===== src/hpc_pkg.sv =====
/*
  Shared constants for the host port pin control block.
  Assumes a single 40 MHz device clock and synchronous host pin inputs.
*/
`default_nettype none
package hpc_pkg;
  localparam int ADDR_W = 16;
  localparam int DATA_W = 16;
  localparam int CLK_PERIOD_NS = 25;
  // Time a transfer is held busy before ready returns
  localparam int SERVICE_NS = 50;
  localparam int SERVICE_CYC = (SERVICE_NS + CLK_PERIOD_NS - 1) / CLK_PERIOD_NS;
  localparam logic [1:0] REG_CONTROL = 2'h0;
  localparam logic [1:0] REG_DATA_INC = 2'h1;
  localparam logic [1:0] REG_ADDRESS = 2'h2;
  localparam logic [1:0] REG_DATA = 2'h3;
  localparam logic [ADDR_W-1:0] ADDR_RST = 16'h0000;
  typedef enum logic [1:0] {
    HPC_TGT_CONTROL,
    HPC_TGT_ADDRESS,
    HPC_TGT_DATA
  } hpc_target_type;
endpackage
`default_nettype wire


===== src/hpc_host_port.sv =====
/*
  Host port pin control: address latch, direction, ready, interrupt, straps.
  Assumes host pins are synchronous to clk_i; tri-state is resolved outside
  from the output enables.
*/
// Overview of operation
// - A pulse on the address latch strobe loads the host address register from the pins.
// - The direction input chooses a read from the port or a write into it for each access.
// - Ready is high when a new transfer may start and low while one is being serviced.
// - Ready floats whenever the output float control input is low.
// - An interrupt output lets the device request host attention.
// - During reset the interrupt output is high, meaning inactive, and is driven only while the output float control input is high.
// - The interrupt output floats whenever the output float control input is low.
// - With the wide mode strap at 1 the interrupt output is not used.
// - The port select strap is caught as reset releases and held until the next reset.
// - With the strap caught low the port is deselected and never drives the data pins.
// - Wide 16-bit mode is on only when its strap is high.
// - In 8-bit mode the two select inputs pick one of three port registers.
`default_nettype none
module hpc_host_port #(
  parameter int SERVICE_CYC = hpc_pkg::SERVICE_CYC
) (
  input wire logic clk_i,
  input wire logic rst_n_i,
  input wire logic host_port_select_strap_i,
  input wire logic wide_host_mode_strap_i,
  input wire logic output_float_n_i,
  input wire logic port_select_n_i,
  input wire logic addr_strobe_n_i,
  input wire logic data_strobe_n_i,
  input wire logic transfer_direction_i,
  input wire logic reg_select_lo_i,
  input wire logic reg_select_hi_i,
  input wire logic [hpc_pkg::DATA_W-1:0] host_data_i,
  output logic [hpc_pkg::DATA_W-1:0] host_data_o,
  output logic host_data_oe_o,
  output logic host_ready_out_o,
  output logic host_ready_oe_o,
  output logic host_interrupt_out_o,
  output logic host_interrupt_oe_o,
  input wire logic int_request_i,
  input wire logic int_clear_i,
  input wire logic [hpc_pkg::DATA_W-1:0] read_data_i,
  output logic [hpc_pkg::ADDR_W-1:0] host_address_o,
  output logic access_pulse_o,
  output logic access_write_o,
  output hpc_pkg::hpc_target_type access_target_o,
  output logic [hpc_pkg::DATA_W-1:0] write_data_o,
  output logic port_enabled_o,
  output logic wide_mode_o
);
  typedef enum logic [1:0] {ST_IDLE, ST_BUSY, ST_WAIT_END} hpc_state_type;

  hpc_state_type state_reg, state_next;
  logic in_reset_reg, in_reset_next;
  logic enabled_reg, enabled_next;
  logic wide_reg, wide_next;
  logic as_d_reg, as_d_next;
  logic [hpc_pkg::ADDR_W-1:0] addr_reg, addr_next;
  logic [7:0] cnt_reg, cnt_next;
  logic int_reg, int_next;
  logic acc_reg, acc_next;
  logic wr_reg, wr_next;
  hpc_pkg::hpc_target_type tgt_reg, tgt_next;
  logic [hpc_pkg::DATA_W-1:0] wdata_reg, wdata_next;
  logic [hpc_pkg::DATA_W-1:0] rdata_reg, rdata_next;
  logic drive_reg, drive_next;
  logic selected;
  logic strobe;
  logic [1:0] sel;

  assign selected = enabled_reg && !in_reset_reg && !port_select_n_i;
  assign strobe = selected && !data_strobe_n_i;
  assign sel = {reg_select_hi_i, reg_select_lo_i};

  // Straps: select caught once as reset lifts, wide mode followed every cycle
  always_comb begin
    in_reset_next = 1'b0;
    enabled_next = enabled_reg;
    if (in_reset_reg) begin
      enabled_next = host_port_select_strap_i;
    end
    wide_next = wide_host_mode_strap_i;
  end

  always_ff @(posedge clk_i) begin
    if (!rst_n_i) begin
      in_reset_reg <= 1'b1;
      enabled_reg <= 1'b0;
      wide_reg <= 1'b0;
    end else begin
      in_reset_reg <= in_reset_next;
      enabled_reg <= enabled_next;
      wide_reg <= wide_next;
    end
  end

  // Address latch on the falling edge of its strobe
  always_comb begin
    as_d_next = addr_strobe_n_i;
    addr_next = addr_reg;
    if (selected && as_d_reg && !addr_strobe_n_i) begin
      addr_next = host_data_i;
    end
  end

  always_ff @(posedge clk_i) begin
    if (!rst_n_i) begin
      as_d_reg <= 1'b1;
      addr_reg <= hpc_pkg::ADDR_RST;
    end else begin
      as_d_reg <= as_d_next;
      addr_reg <= addr_next;
    end
  end

  // Transfer sequencing; strobes are ignored until the last one is released
  always_comb begin
    state_next = state_reg;
    cnt_next = cnt_reg;
    acc_next = 1'b0;
    wr_next = wr_reg;
    tgt_next = tgt_reg;
    wdata_next = wdata_reg;
    rdata_next = rdata_reg;
    drive_next = 1'b0;
    case (state_reg)
      ST_IDLE: begin
        if (strobe) begin
          acc_next = 1'b1;
          wr_next = !transfer_direction_i;
          wdata_next = host_data_i;
          if (wide_reg) begin
            tgt_next = hpc_pkg::HPC_TGT_DATA;
          end else begin
            case (sel)
              hpc_pkg::REG_CONTROL: tgt_next = hpc_pkg::HPC_TGT_CONTROL;
              hpc_pkg::REG_ADDRESS: tgt_next = hpc_pkg::HPC_TGT_ADDRESS;
              default: tgt_next = hpc_pkg::HPC_TGT_DATA;
            endcase
          end
          cnt_next = 8'(SERVICE_CYC);
          state_next = ST_BUSY;
        end
      end
      ST_BUSY: begin
        drive_next = !wr_reg;
        if (!wr_reg) begin
          rdata_next = read_data_i;
        end
        if (cnt_reg <= 8'h01) begin
          state_next = ST_WAIT_END;
        end else begin
          cnt_next = cnt_reg - 8'h01;
        end
      end
      ST_WAIT_END: begin
        drive_next = !wr_reg && strobe;
        if (!strobe) begin
          state_next = ST_IDLE;
        end
      end
      default: state_next = ST_IDLE;
    endcase
  end

  always_ff @(posedge clk_i) begin
    if (!rst_n_i) begin
      state_reg <= ST_IDLE;
      cnt_reg <= 8'h00;
      acc_reg <= 1'b0;
      wr_reg <= 1'b0;
      tgt_reg <= hpc_pkg::HPC_TGT_CONTROL;
      wdata_reg <= '0;
      rdata_reg <= '0;
      drive_reg <= 1'b0;
    end else begin
      state_reg <= state_next;
      cnt_reg <= cnt_next;
      acc_reg <= acc_next;
      wr_reg <= wr_next;
      tgt_reg <= tgt_next;
      wdata_reg <= wdata_next;
      rdata_reg <= rdata_next;
      drive_reg <= drive_next;
    end
  end

  // Interrupt level; a request in the same cycle as a clear wins
  always_comb begin
    int_next = int_reg;
    if (int_clear_i) begin
      int_next = 1'b0;
    end
    if (int_request_i && enabled_reg && !wide_reg) begin
      int_next = 1'b1;
    end
  end

  always_ff @(posedge clk_i) begin
    if (!rst_n_i) begin
      int_reg <= 1'b0;
    end else begin
      int_reg <= int_next;
    end
  end

  assign host_ready_out_o = (state_reg == ST_IDLE);
  assign host_ready_oe_o = output_float_n_i && enabled_reg;
  // Active low pin: high in reset or when unused
  assign host_interrupt_out_o = in_reset_reg || wide_reg || !int_reg;
  assign host_interrupt_oe_o = output_float_n_i && (in_reset_reg || !wide_reg);
  assign host_data_o = rdata_reg;
  assign host_data_oe_o = drive_reg && enabled_reg && output_float_n_i;
  assign host_address_o = addr_reg;
  assign access_pulse_o = acc_reg;
  assign access_write_o = wr_reg;
  assign access_target_o = tgt_reg;
  assign write_data_o = wdata_reg;
  assign port_enabled_o = enabled_reg;
  assign wide_mode_o = wide_reg;
endmodule
`default_nettype wire


===== config.mk =====
export PLATFORM = sky130hd
export DESIGN_NAME = hpc_host_port
export DESIGN_NICKNAME = d
export VERILOG_FILES = /design/src/hpc_pkg.sv /design/src/hpc_host_port.sv
export SDC_FILE = /design/constraint.sdc
export NUM_CORES = 1
export LEC_CHECK = 0
export BUFFER_PORTS_ARGS = -buffer_cell sky130_fd_sc_hd__buf_2
export CORE_MARGIN = 2
export CORE_UTILIZATION = 40
export DETAILED_ROUTE_END_ITERATION = 12
export PLACE_DENSITY = 0.79
export SYNTH_ARGS = -nofsm -noshare
export SYNTH_HDL_FRONTEND = slang
export SYNTH_SLANG_ARGS = --single-unit

===== constraint.sdc =====
create_clock -name clk_i -period 2.55 [get_ports clk_i]
set_input_delay 0.255 -clock clk_i [delete_from_list [all_inputs] [get_ports clk_i]]
set_output_delay 0.255 -clock clk_i [all_outputs]
set_load 0.03 [all_outputs]

Word level (Yosys, flattened, before mapping)
Index checks and enable logic that the tools add are counted.
{"block": "classes", "add_sub_neg": 1, "bitwise": 1, "order_cmp": 1, "muxes": 14, "n_reduce_logical": 32, "eq_ne": 7}
{"cell": "two-way mux 8 bit", "n": 2}
{"cell": "case mux 8 bit (2 select lines)", "n": 1}
{"cell": "logical AND 1 bit", "n": 12}
{"cell": "less-or-equal comparator 8 x 1 -> 1 bit (second input constant)", "n": 1}
{"cell": "logical NOT 1 bit", "n": 8}
{"cell": "two-way mux 2 bit", "n": 4}
{"cell": "subtractor 8 x 1 -> 8 bit (second input constant)", "n": 1}
{"cell": "inequality test 2 bit (second input constant)", "n": 3}
{"cell": "case mux 2 bit (3 select lines)", "n": 1}
{"cell": "AND reduction 2 bit", "n": 3}
{"cell": "AND reduction 3 bit", "n": 2}
{"cell": "== test 2 bit (second input constant)", "n": 2}
{"cell": "logical NOT 2 bit", "n": 2}
{"cell": "two-way mux 1 bit", "n": 4}
{"cell": "case mux 2 bit (2 select lines)", "n": 1}
{"cell": "nonzero test 2 bit", "n": 2}
{"cell": "logical OR 1 bit", "n": 3}
{"cell": "== test 2 x 1 -> 1 bit (second input constant)", "n": 1}
{"cell": "inequality test 2 x 1 -> 1 bit (second input constant)", "n": 1}
{"cell": "case mux 1 bit (2 select lines)", "n": 1}
{"cell": "inverter 1 bit", "n": 1}
{"block": "totals", "out_inout_bits": 59, "register_bits": 68}

Longest topological paths before layout
Gate-level depths: netlist of run 1.
{"block": "logic_depth", "word_depth": 6, "depth_mapped": 8, "depth_no_buf": 6}

Worst setup path after synthesis of run 1
No wires, ideal clock.
{"block": "synth_path", "path_kind": "register -> register", "startpoint": "register cnt_reg[0]", "endpoint": "register cnt_reg[3]", "n_path_buf": 1, "setup_time_ps": 70, "path_stages_with_launch": 8, "setup_slack_ps": 607, "arrival_time_ps": 1873, "t_required_ps": 2480, "synth_period_minus_slack_ps": 1943, "cell_sequence": "dfxtp_1 inv_1 ha_1 or2_2 and4_1 clkbuf_1 or4_1 a21oi_1"}
{"block": "synth_between", "elab_chain_cells": 3}
{"element": "from (decl)", "line_no": "hpc_host_port.sv:60", "text": "logic [7:0] cnt_reg, cnt_next;"}
{"element": "from (signal assigned)", "line_no": "hpc_host_port.sv:179", "text": "cnt_reg <= cnt_next;"}
{"element": "subtractor 8 x 1 -> 8 bit or less-or-equal comparator 8 x 1 -> 1 bit (tied branches)", "line_no": "hpc_host_port.sv:154, hpc_host_port.sv:151"}
{"element": "two-way mux 8 bit or inequality test 2 bit (tied branches)"}
{"element": "case mux 8 bit (2 select lines) or AND reduction 3 bit (tied branches)"}
Several ways; a longest one is shown, not always the timed one. The select of a mux whose other input is x is not followed.
A chain may end at the register's enable or synchronous reset.

Final worst setup path of run 1
{"block": "layout_path", "startpoint": "register cnt_reg[0]", "endpoint": "register cnt_reg[4]"}
Same word-level chain as after synthesis.

==> flow_metrics.py, run 1 <==
metrics = {
    "timing": {
        "setup_tns_ns": 0,
        "timing.final.crit_share_pct": 80.6,
        "clock_skew_ns": 0.00499,
        "finalSetupViolCount": 0,
        "rsz0062_at_grt": "false",
        "hold_viol": 0,
        "max_freq_mhz": 486,
        "slew_headroom_pct": 51.7,
        "drv_slew": 0,
        "tightest_slew_ns": 0.720,
        "fin_crit_ns": 2.06,
    },
    "power_and_ir_drop": {
        "power_switching_share_pct": 32.7,
        "clock_power_share_pct": 33.0,
        "power_frac_comb_pct": 25.5,
        "peakVddDrop_mv": 0.484,
        "internal_power_uw": 2010,
        "seq_power_share_pct": 41.5,
        "leakage_uw": 0.00151,
        "power_density_mw_per_mm2": 860,
        "p_switching_uw": 976,
    },
    "route": {
        "num_vias": 2577,
        "drcViolationCount": 4,
        "ant_nets": 0,
        "avgViaCountPerCell": 5.04,
        "drt_wl_total_um": 6620,
        "drt-wirelength-per-cell_um": 12.9,
        "drtIter0Drc": 108,
        "drtPass1Iterations": 11,
    },
    "global_routing": {
        "grt_pass1_wl_um": 11100,
        "antenna_found_initial": 0,
        "gr-total-overflow": 0,
        "grt_pass1_vias": 2528,
        "grt_max_degree": 29,
        "grt_use_total_pct": 19.0,
    },
    "die": {
        "die_area_mm2": 0.00735,
        "die_h_um": 85.7,
        "io_pins": 104,
        "rows": 29,
        "start_util_pct": 41.6,
        "die_w_um": 85.7,
        "core_area_mm2": 0.00642,
    },
    "synthesis": {
        "synth_fp_nets": 379,
        "synthArstFlopShare_pct": 0,
        "synth_top_family_by_area": "simple AND/OR/NAND/NOR gates",
        "synth_area_leaders": "dfxtp_1 51%, nand2_1 15%, a21oi_1 11%, ha_1 2.3%, clkbuf_1 2.0%",
        "synth_cell_types": 37,
        "yosysWarnings": 0,
        "synth_common_cells": "106 x nand2_1, 68 x dfxtp_1, 59 x a21oi_1",
        "synthFlopType": "dfxtp_1",
        "synth_compound_area_share_pct": 15.8,
        "synth_most_common_cell": "nand2_1",
        "synthesis.instances": 329,
        "synth_edf_count": 0,
        "synth_largest_area_cell": "dfxtp_1",
        "yosys.area_share.xor_xnor_pct": 0,
        "synth-seq-cells": 68,
        "synth_mux_area_share_pct": 1.26,
        "synth_fa_ha_area_share_pct": 2.34,
        "yosys.area_share.simple_pct": 25.5,
        "ys_seq_area_share_pct": 50.9,
        "avgSynthCellArea_um2": 8.12,
        "syn_area_mm2": 0.00267,
        "synth_top_area_share_pct": 50.9,
    },
    "setup_path": {
        "r2r_start": "cnt_reg[0]",
        "cp.arrival_ns": 2.32,
        "path_max_fanout": 9,
        "required_ns": 2.82,
        "critical_path.startpoint_type": "flop",
        "regToRegSetupSlack_ns": 0.49,
        "crit_path_end_kind": "flop",
        "setup.worst_path.start": "cnt_reg[0]",
        "critical_path_class": "flop to flop",
        "reg2regPathDepth": 6,
        "r2r_end": "cnt_reg[4]",
    },
    "cts": {
        "cts_hold_buf": 0,
        "numCtsBuffers": 9,
        "clk_path_buf_depth": 2,
        "htreeDepth": 3,
        "cts_tree": "built",
        "cts_setup_buffers": 0,
        "numClockSinks": 68,
        "clk_pin_slew_ns": 0.07,
        "insertion_delay_ns": 0.33,
        "clockRootBuffer": "clkbuf_8",
        "cts_resized": 0,
    },
    "min_path": {
        "hold_path_end": "access_write_o",
        "hold_start": "transfer_direction_i",
        "hp-class": "input port to flop",
        "holdPathStages": 2,
    },
    "layout": {
        "area_delta_synth_final_pct": 29.8,
        "multi_input_area_mm2": 0.00120,
        "nFillCells": 572,
        "finalNonFillerCells": 511,
        "final_nets": 479,
        "final-seq-area_mm2": 0.00136,
        "drive_above_1_share_pct": 30.2,
        "diodes": 0,
    },
    "status": {
        "status": "finished, violations left",
        "failed_checks": "design-rule violations",
    },
    "job": {
        "cap_violations": 0,
    },
    "placement": {
        "io_buffers": 103,
        "gp_congestion": 0.778,
        "dp_hpwl_um": 4810,
        "place_inst": 495,
    },
}
through the flow:
stage          hold slack [ns]  area [µm²]  power, µW  util (%)  worst slack, ns
5_1_grt                 0.0940        3470       3150      54.0            0.355
6_report                0.0998        3470       2980      54.0            0.494
3_5_place_dp             0.440        3240       2020      50.5            0.501
3_3_place_gp             0.436        3240       1990      50.5            0.631
4_1_cts                 0.0821        3470       3000      54.0            0.503
2_1_floorplan            0.328        2670       1810         -            0.607
power by group through the flow:
stage	logic, µW	clock network (µW)	registers, µW
2_1_floorplan	439	0	1370
6_report	761	984	1240
5_1_grt	851	1050	1250
3_5_place_dp	757	0	1260
4_1_cts	759	1000	1240
3_3_place_gp	735	0	1250
cells by family (layout without fill, tap and decap cells):
family,Yosys count,after routing
buf+inv,28,133
flops,68,68
compound gates,76,76
mux,3,3
simple gates,149,149
fa+ha+maj,5,5
how the worst max path moves through the flow:
stage                 end  slack [ns]  cells after the start
2_1_floorplan  cnt_reg[3]        0.61                      7
3_3_place_gp   cnt_reg[4]        0.63                      6
3_5_place_dp   cnt_reg[3]        0.50                      6
4_1_cts        cnt_reg[4]        0.50                      6
5_1_grt        cnt_reg[3]        0.36                      6
6_report       cnt_reg[4]        0.49                      6
worst max-delay path, stage by stage, from the launching register on:
cell and delay, ns:
dfxtp_1 0.41, inv_1 0.10, ha_1 0.25, or2_2 0.33, and4_1 0.27, or4_1 0.49
a21oi_1 0.15
final cells by class:
cell class | instances | area share (%)
sequential | 68 | 39.2
multi-input combinational | 233 | 34.6
timing repair buffer | 108 | 15.9
clock buffer | 10 | 3.97
tap | 77 | 2.78
clock inverter | 6 | 2.52
inverter | 9 | 0.974
routing by layer:
| layer | up-vias | GRT usage, % | share of wire [%] |
|---|---|---|---|
| li1 | 1307 | - | - |
| met1 | 1180 | 20.7 | 42 |
| met2 | 83 | 33.6 | 50 |
| met3 | 7 | 6.35 | 6.8 |
| met4 | 0 | 7.94 | 1.1 |
| met5 | - | 0 | 0 |
placed cells by master, fill, tap and decap left out, types with 2 or more instances in the layout:
master	synthesis	routed
o21ai_0	3	3
nand2b_1	5	5
nor2_1	11	11
or4_1	4	4
nand3_1	2	2
a211oi_1	2	2
buf_4	0	5
o211ai_1	3	3
clkinvlp_4	0	3
nand4_1	2	2
bufinv_16	0	2
o31ai_1	3	3
buf_2	5	103
or3_1	3	3
clkbuf_8	0	10
nor3_1	3	3
mux2i_1	2	2
inv_1	9	8
and2_1	2	2
ha_1	5	5
dfxtp_1	68	68
nand2_1	106	106
or4b_2	2	2
a21oi_1	59	59
Power figures use the tool's default switching activity.
==> run 2: changes to the inputs <==
- clock period: 2.55 -> 2.2 ns (I/O delays scaled with it)
==> flow_metrics.py, run 2 (synthesized netlist as in run 1, its figures left out) <==
metrics = {
    "timing": {
        "slew_headroom_pct": 56.3,
        "timing.final.ws_setup_ns": 0.157,
        "rsz0062_at_grt": "false",
        "max_freq_mhz": 489,
        "finalSetupViolCount": 0,
        "hold_viol": 0,
        "setup_tns_ns": 0,
        "drv_slew": 0,
        "fin_crit_ns": 2.04,
        "hold-worst-slack_ns": 0.0549,
        "tightest_slew_ns": 0.642,
        "timing.final.crit_share_pct": 92.9,
        "clock_skew_ns": 0.0129,
    },
    "global_routing": {
        "grt_max_degree": 35,
        "gr-total-overflow": 0,
        "antenna_found_initial": 0,
        "grt_pass1_wl_um": 10900,
        "grt_use_total_pct": 18.5,
        "grt_pass1_vias": 2525,
    },
    "die": {
        "core_area_mm2": 0.00642,
        "rows": 29,
        "die_area_mm2": 0.00735,
        "die_w_um": 85.7,
        "io_pins": 104,
        "die_h_um": 85.7,
        "start_util_pct": 41.6,
    },
    "placement": {
        "gp_congestion": 0.814,
        "pre_cts_slack_ns": 0.179,
        "dp_hpwl_um": 4810,
        "postPlaceCellArea_mm2": 0.00327,
        "io_buffers": 103,
    },
    "power_and_ir_drop": {
        "p_total_uw": 3510,
        "power_density_mw_per_mm2": 1000,
        "peakVddDrop_mv": 0.476,
        "leakage_uw": 0.00154,
    },
    "route": {
        "avgViaCountPerCell": 5.13,
        "ant_nets": 0,
        "drtPass1Iterations": 8,
        "num_vias": 2641,
        "drcViolationCount": 4,
        "drtIter0Drc": 85,
        "drt_wl_total_um": 6640,
        "drt-wirelength-per-cell_um": 12.9,
    },
    "cts": {
        "clk_path_buf_depth": 2,
        "cts_resized": 0,
        "insertion_delay_ns": 0.34,
        "cts_tree": "built",
        "cts_hold_buf": 0,
        "numCtsBuffers": 9,
        "numClockSinks": 68,
        "clk_pin_slew_ns": 0.07,
        "cts_setup_buffers": 0,
        "clockRootBuffer": "clkbuf_8",
        "htreeDepth": 3,
    },
    "setup_path": {
        "cp.arrival_ns": 2.31,
        "critical_path.startpoint_type": "flop",
        "required_ns": 2.47,
        "critical_path_class": "flop to flop",
        "path_max_fanout": 9,
        "crit_path_end_kind": "flop",
    },
    "layout": {
        "layout_commonest_cell": "nand2_1",
        "diodes": 0,
        "area_delta_synth_final_pct": 31.3,
        "final_nets": 483,
        "mostFrequentLayoutCells": "106 x nand2_1, 103 x buf_2, 68 x dfxtp_1, 59 x a21oi_1",
        "drive_above_1_share_pct": 30.8,
        "fin_area_mm2": 0.00351,
    },
    "job": {
        "cap_violations": 0,
    },
    "status": {
        "status": "finished, violations left",
        "failed_checks": "design-rule violations",
    },
    "min_path": {
        "hp-class": "input port to flop",
    },
}
[run 2: cell types whose count changed in the layout (fill, tap and decap cells not counted), sizes merged]
| cell | before | now |
|---|---|---|
| clkinvlp | 3 | 0 |
| inv | 8 | 9 |
| clkinv | 2 | 3 |
| buf | 108 | 112 |
| clkbuf | 10 | 11 |
[run 2: path summary, 6_finish.rpt]
| check | from | endpoint | slack [ns] | depth (start not counted) |
|---|---|---|---|---|
| worst max-delay path | cnt_reg[0] | cnt_reg[4] | 0.16 | 6 |
| worst min-delay path | transfer_direction_i | access_write_o | 0.05 | 2 |
| worst max register to register | cnt_reg[0] | cnt_reg[4] | 0.16 | 6 |
| worst min register to register | write_data_o[11] | write_data_o[11] | 0.46 | 2 |
[run 2: metrics by stage]
stage          std cells  utilization (%)
2_1_floorplan        329                -
3_3_place_gp         499             51.0
3_5_place_dp         499             51.0
4_1_cts              515             54.6
5_1_grt              515             54.6
6_report             515             54.6
[run 2: final cells by class]
type	instances	area [µm²]
fillers	601	2910
flip-flops and latches	68	1360
repair buffers	112	583
clock inverters	5	82.6
well taps	77	96.3
clock buffers	11	151
multi-input cells	233	1200
inverters	9	33.8
[run 2: worst max-delay path, cell delays in order, from the launching register on]
cell and delay [ns]:
dfxtp_1 0.41, inv_1 0.09, ha_1 0.26, or2_2 0.33, and4_1 0.27, or4_1 0.48
a21oi_1 0.14
[run 2: where the power goes]
part           switching (µW)  internal, µW
logic                     576           321
clock network             474           704
registers                83.7          1350
total                    1130          2380
[run 2: per-layer routing]
layer | global-route usage, % | vias to the layer above | wire (µm)
li1 | - | 1313 | -
met1 | 21.5 | 1225 | 2790
met2 | 31.0 | 89 | 3270
met3 | 7.12 | 14 | 511
met4 | 6.64 | 0 | 72
met5 | 0 | - | 0
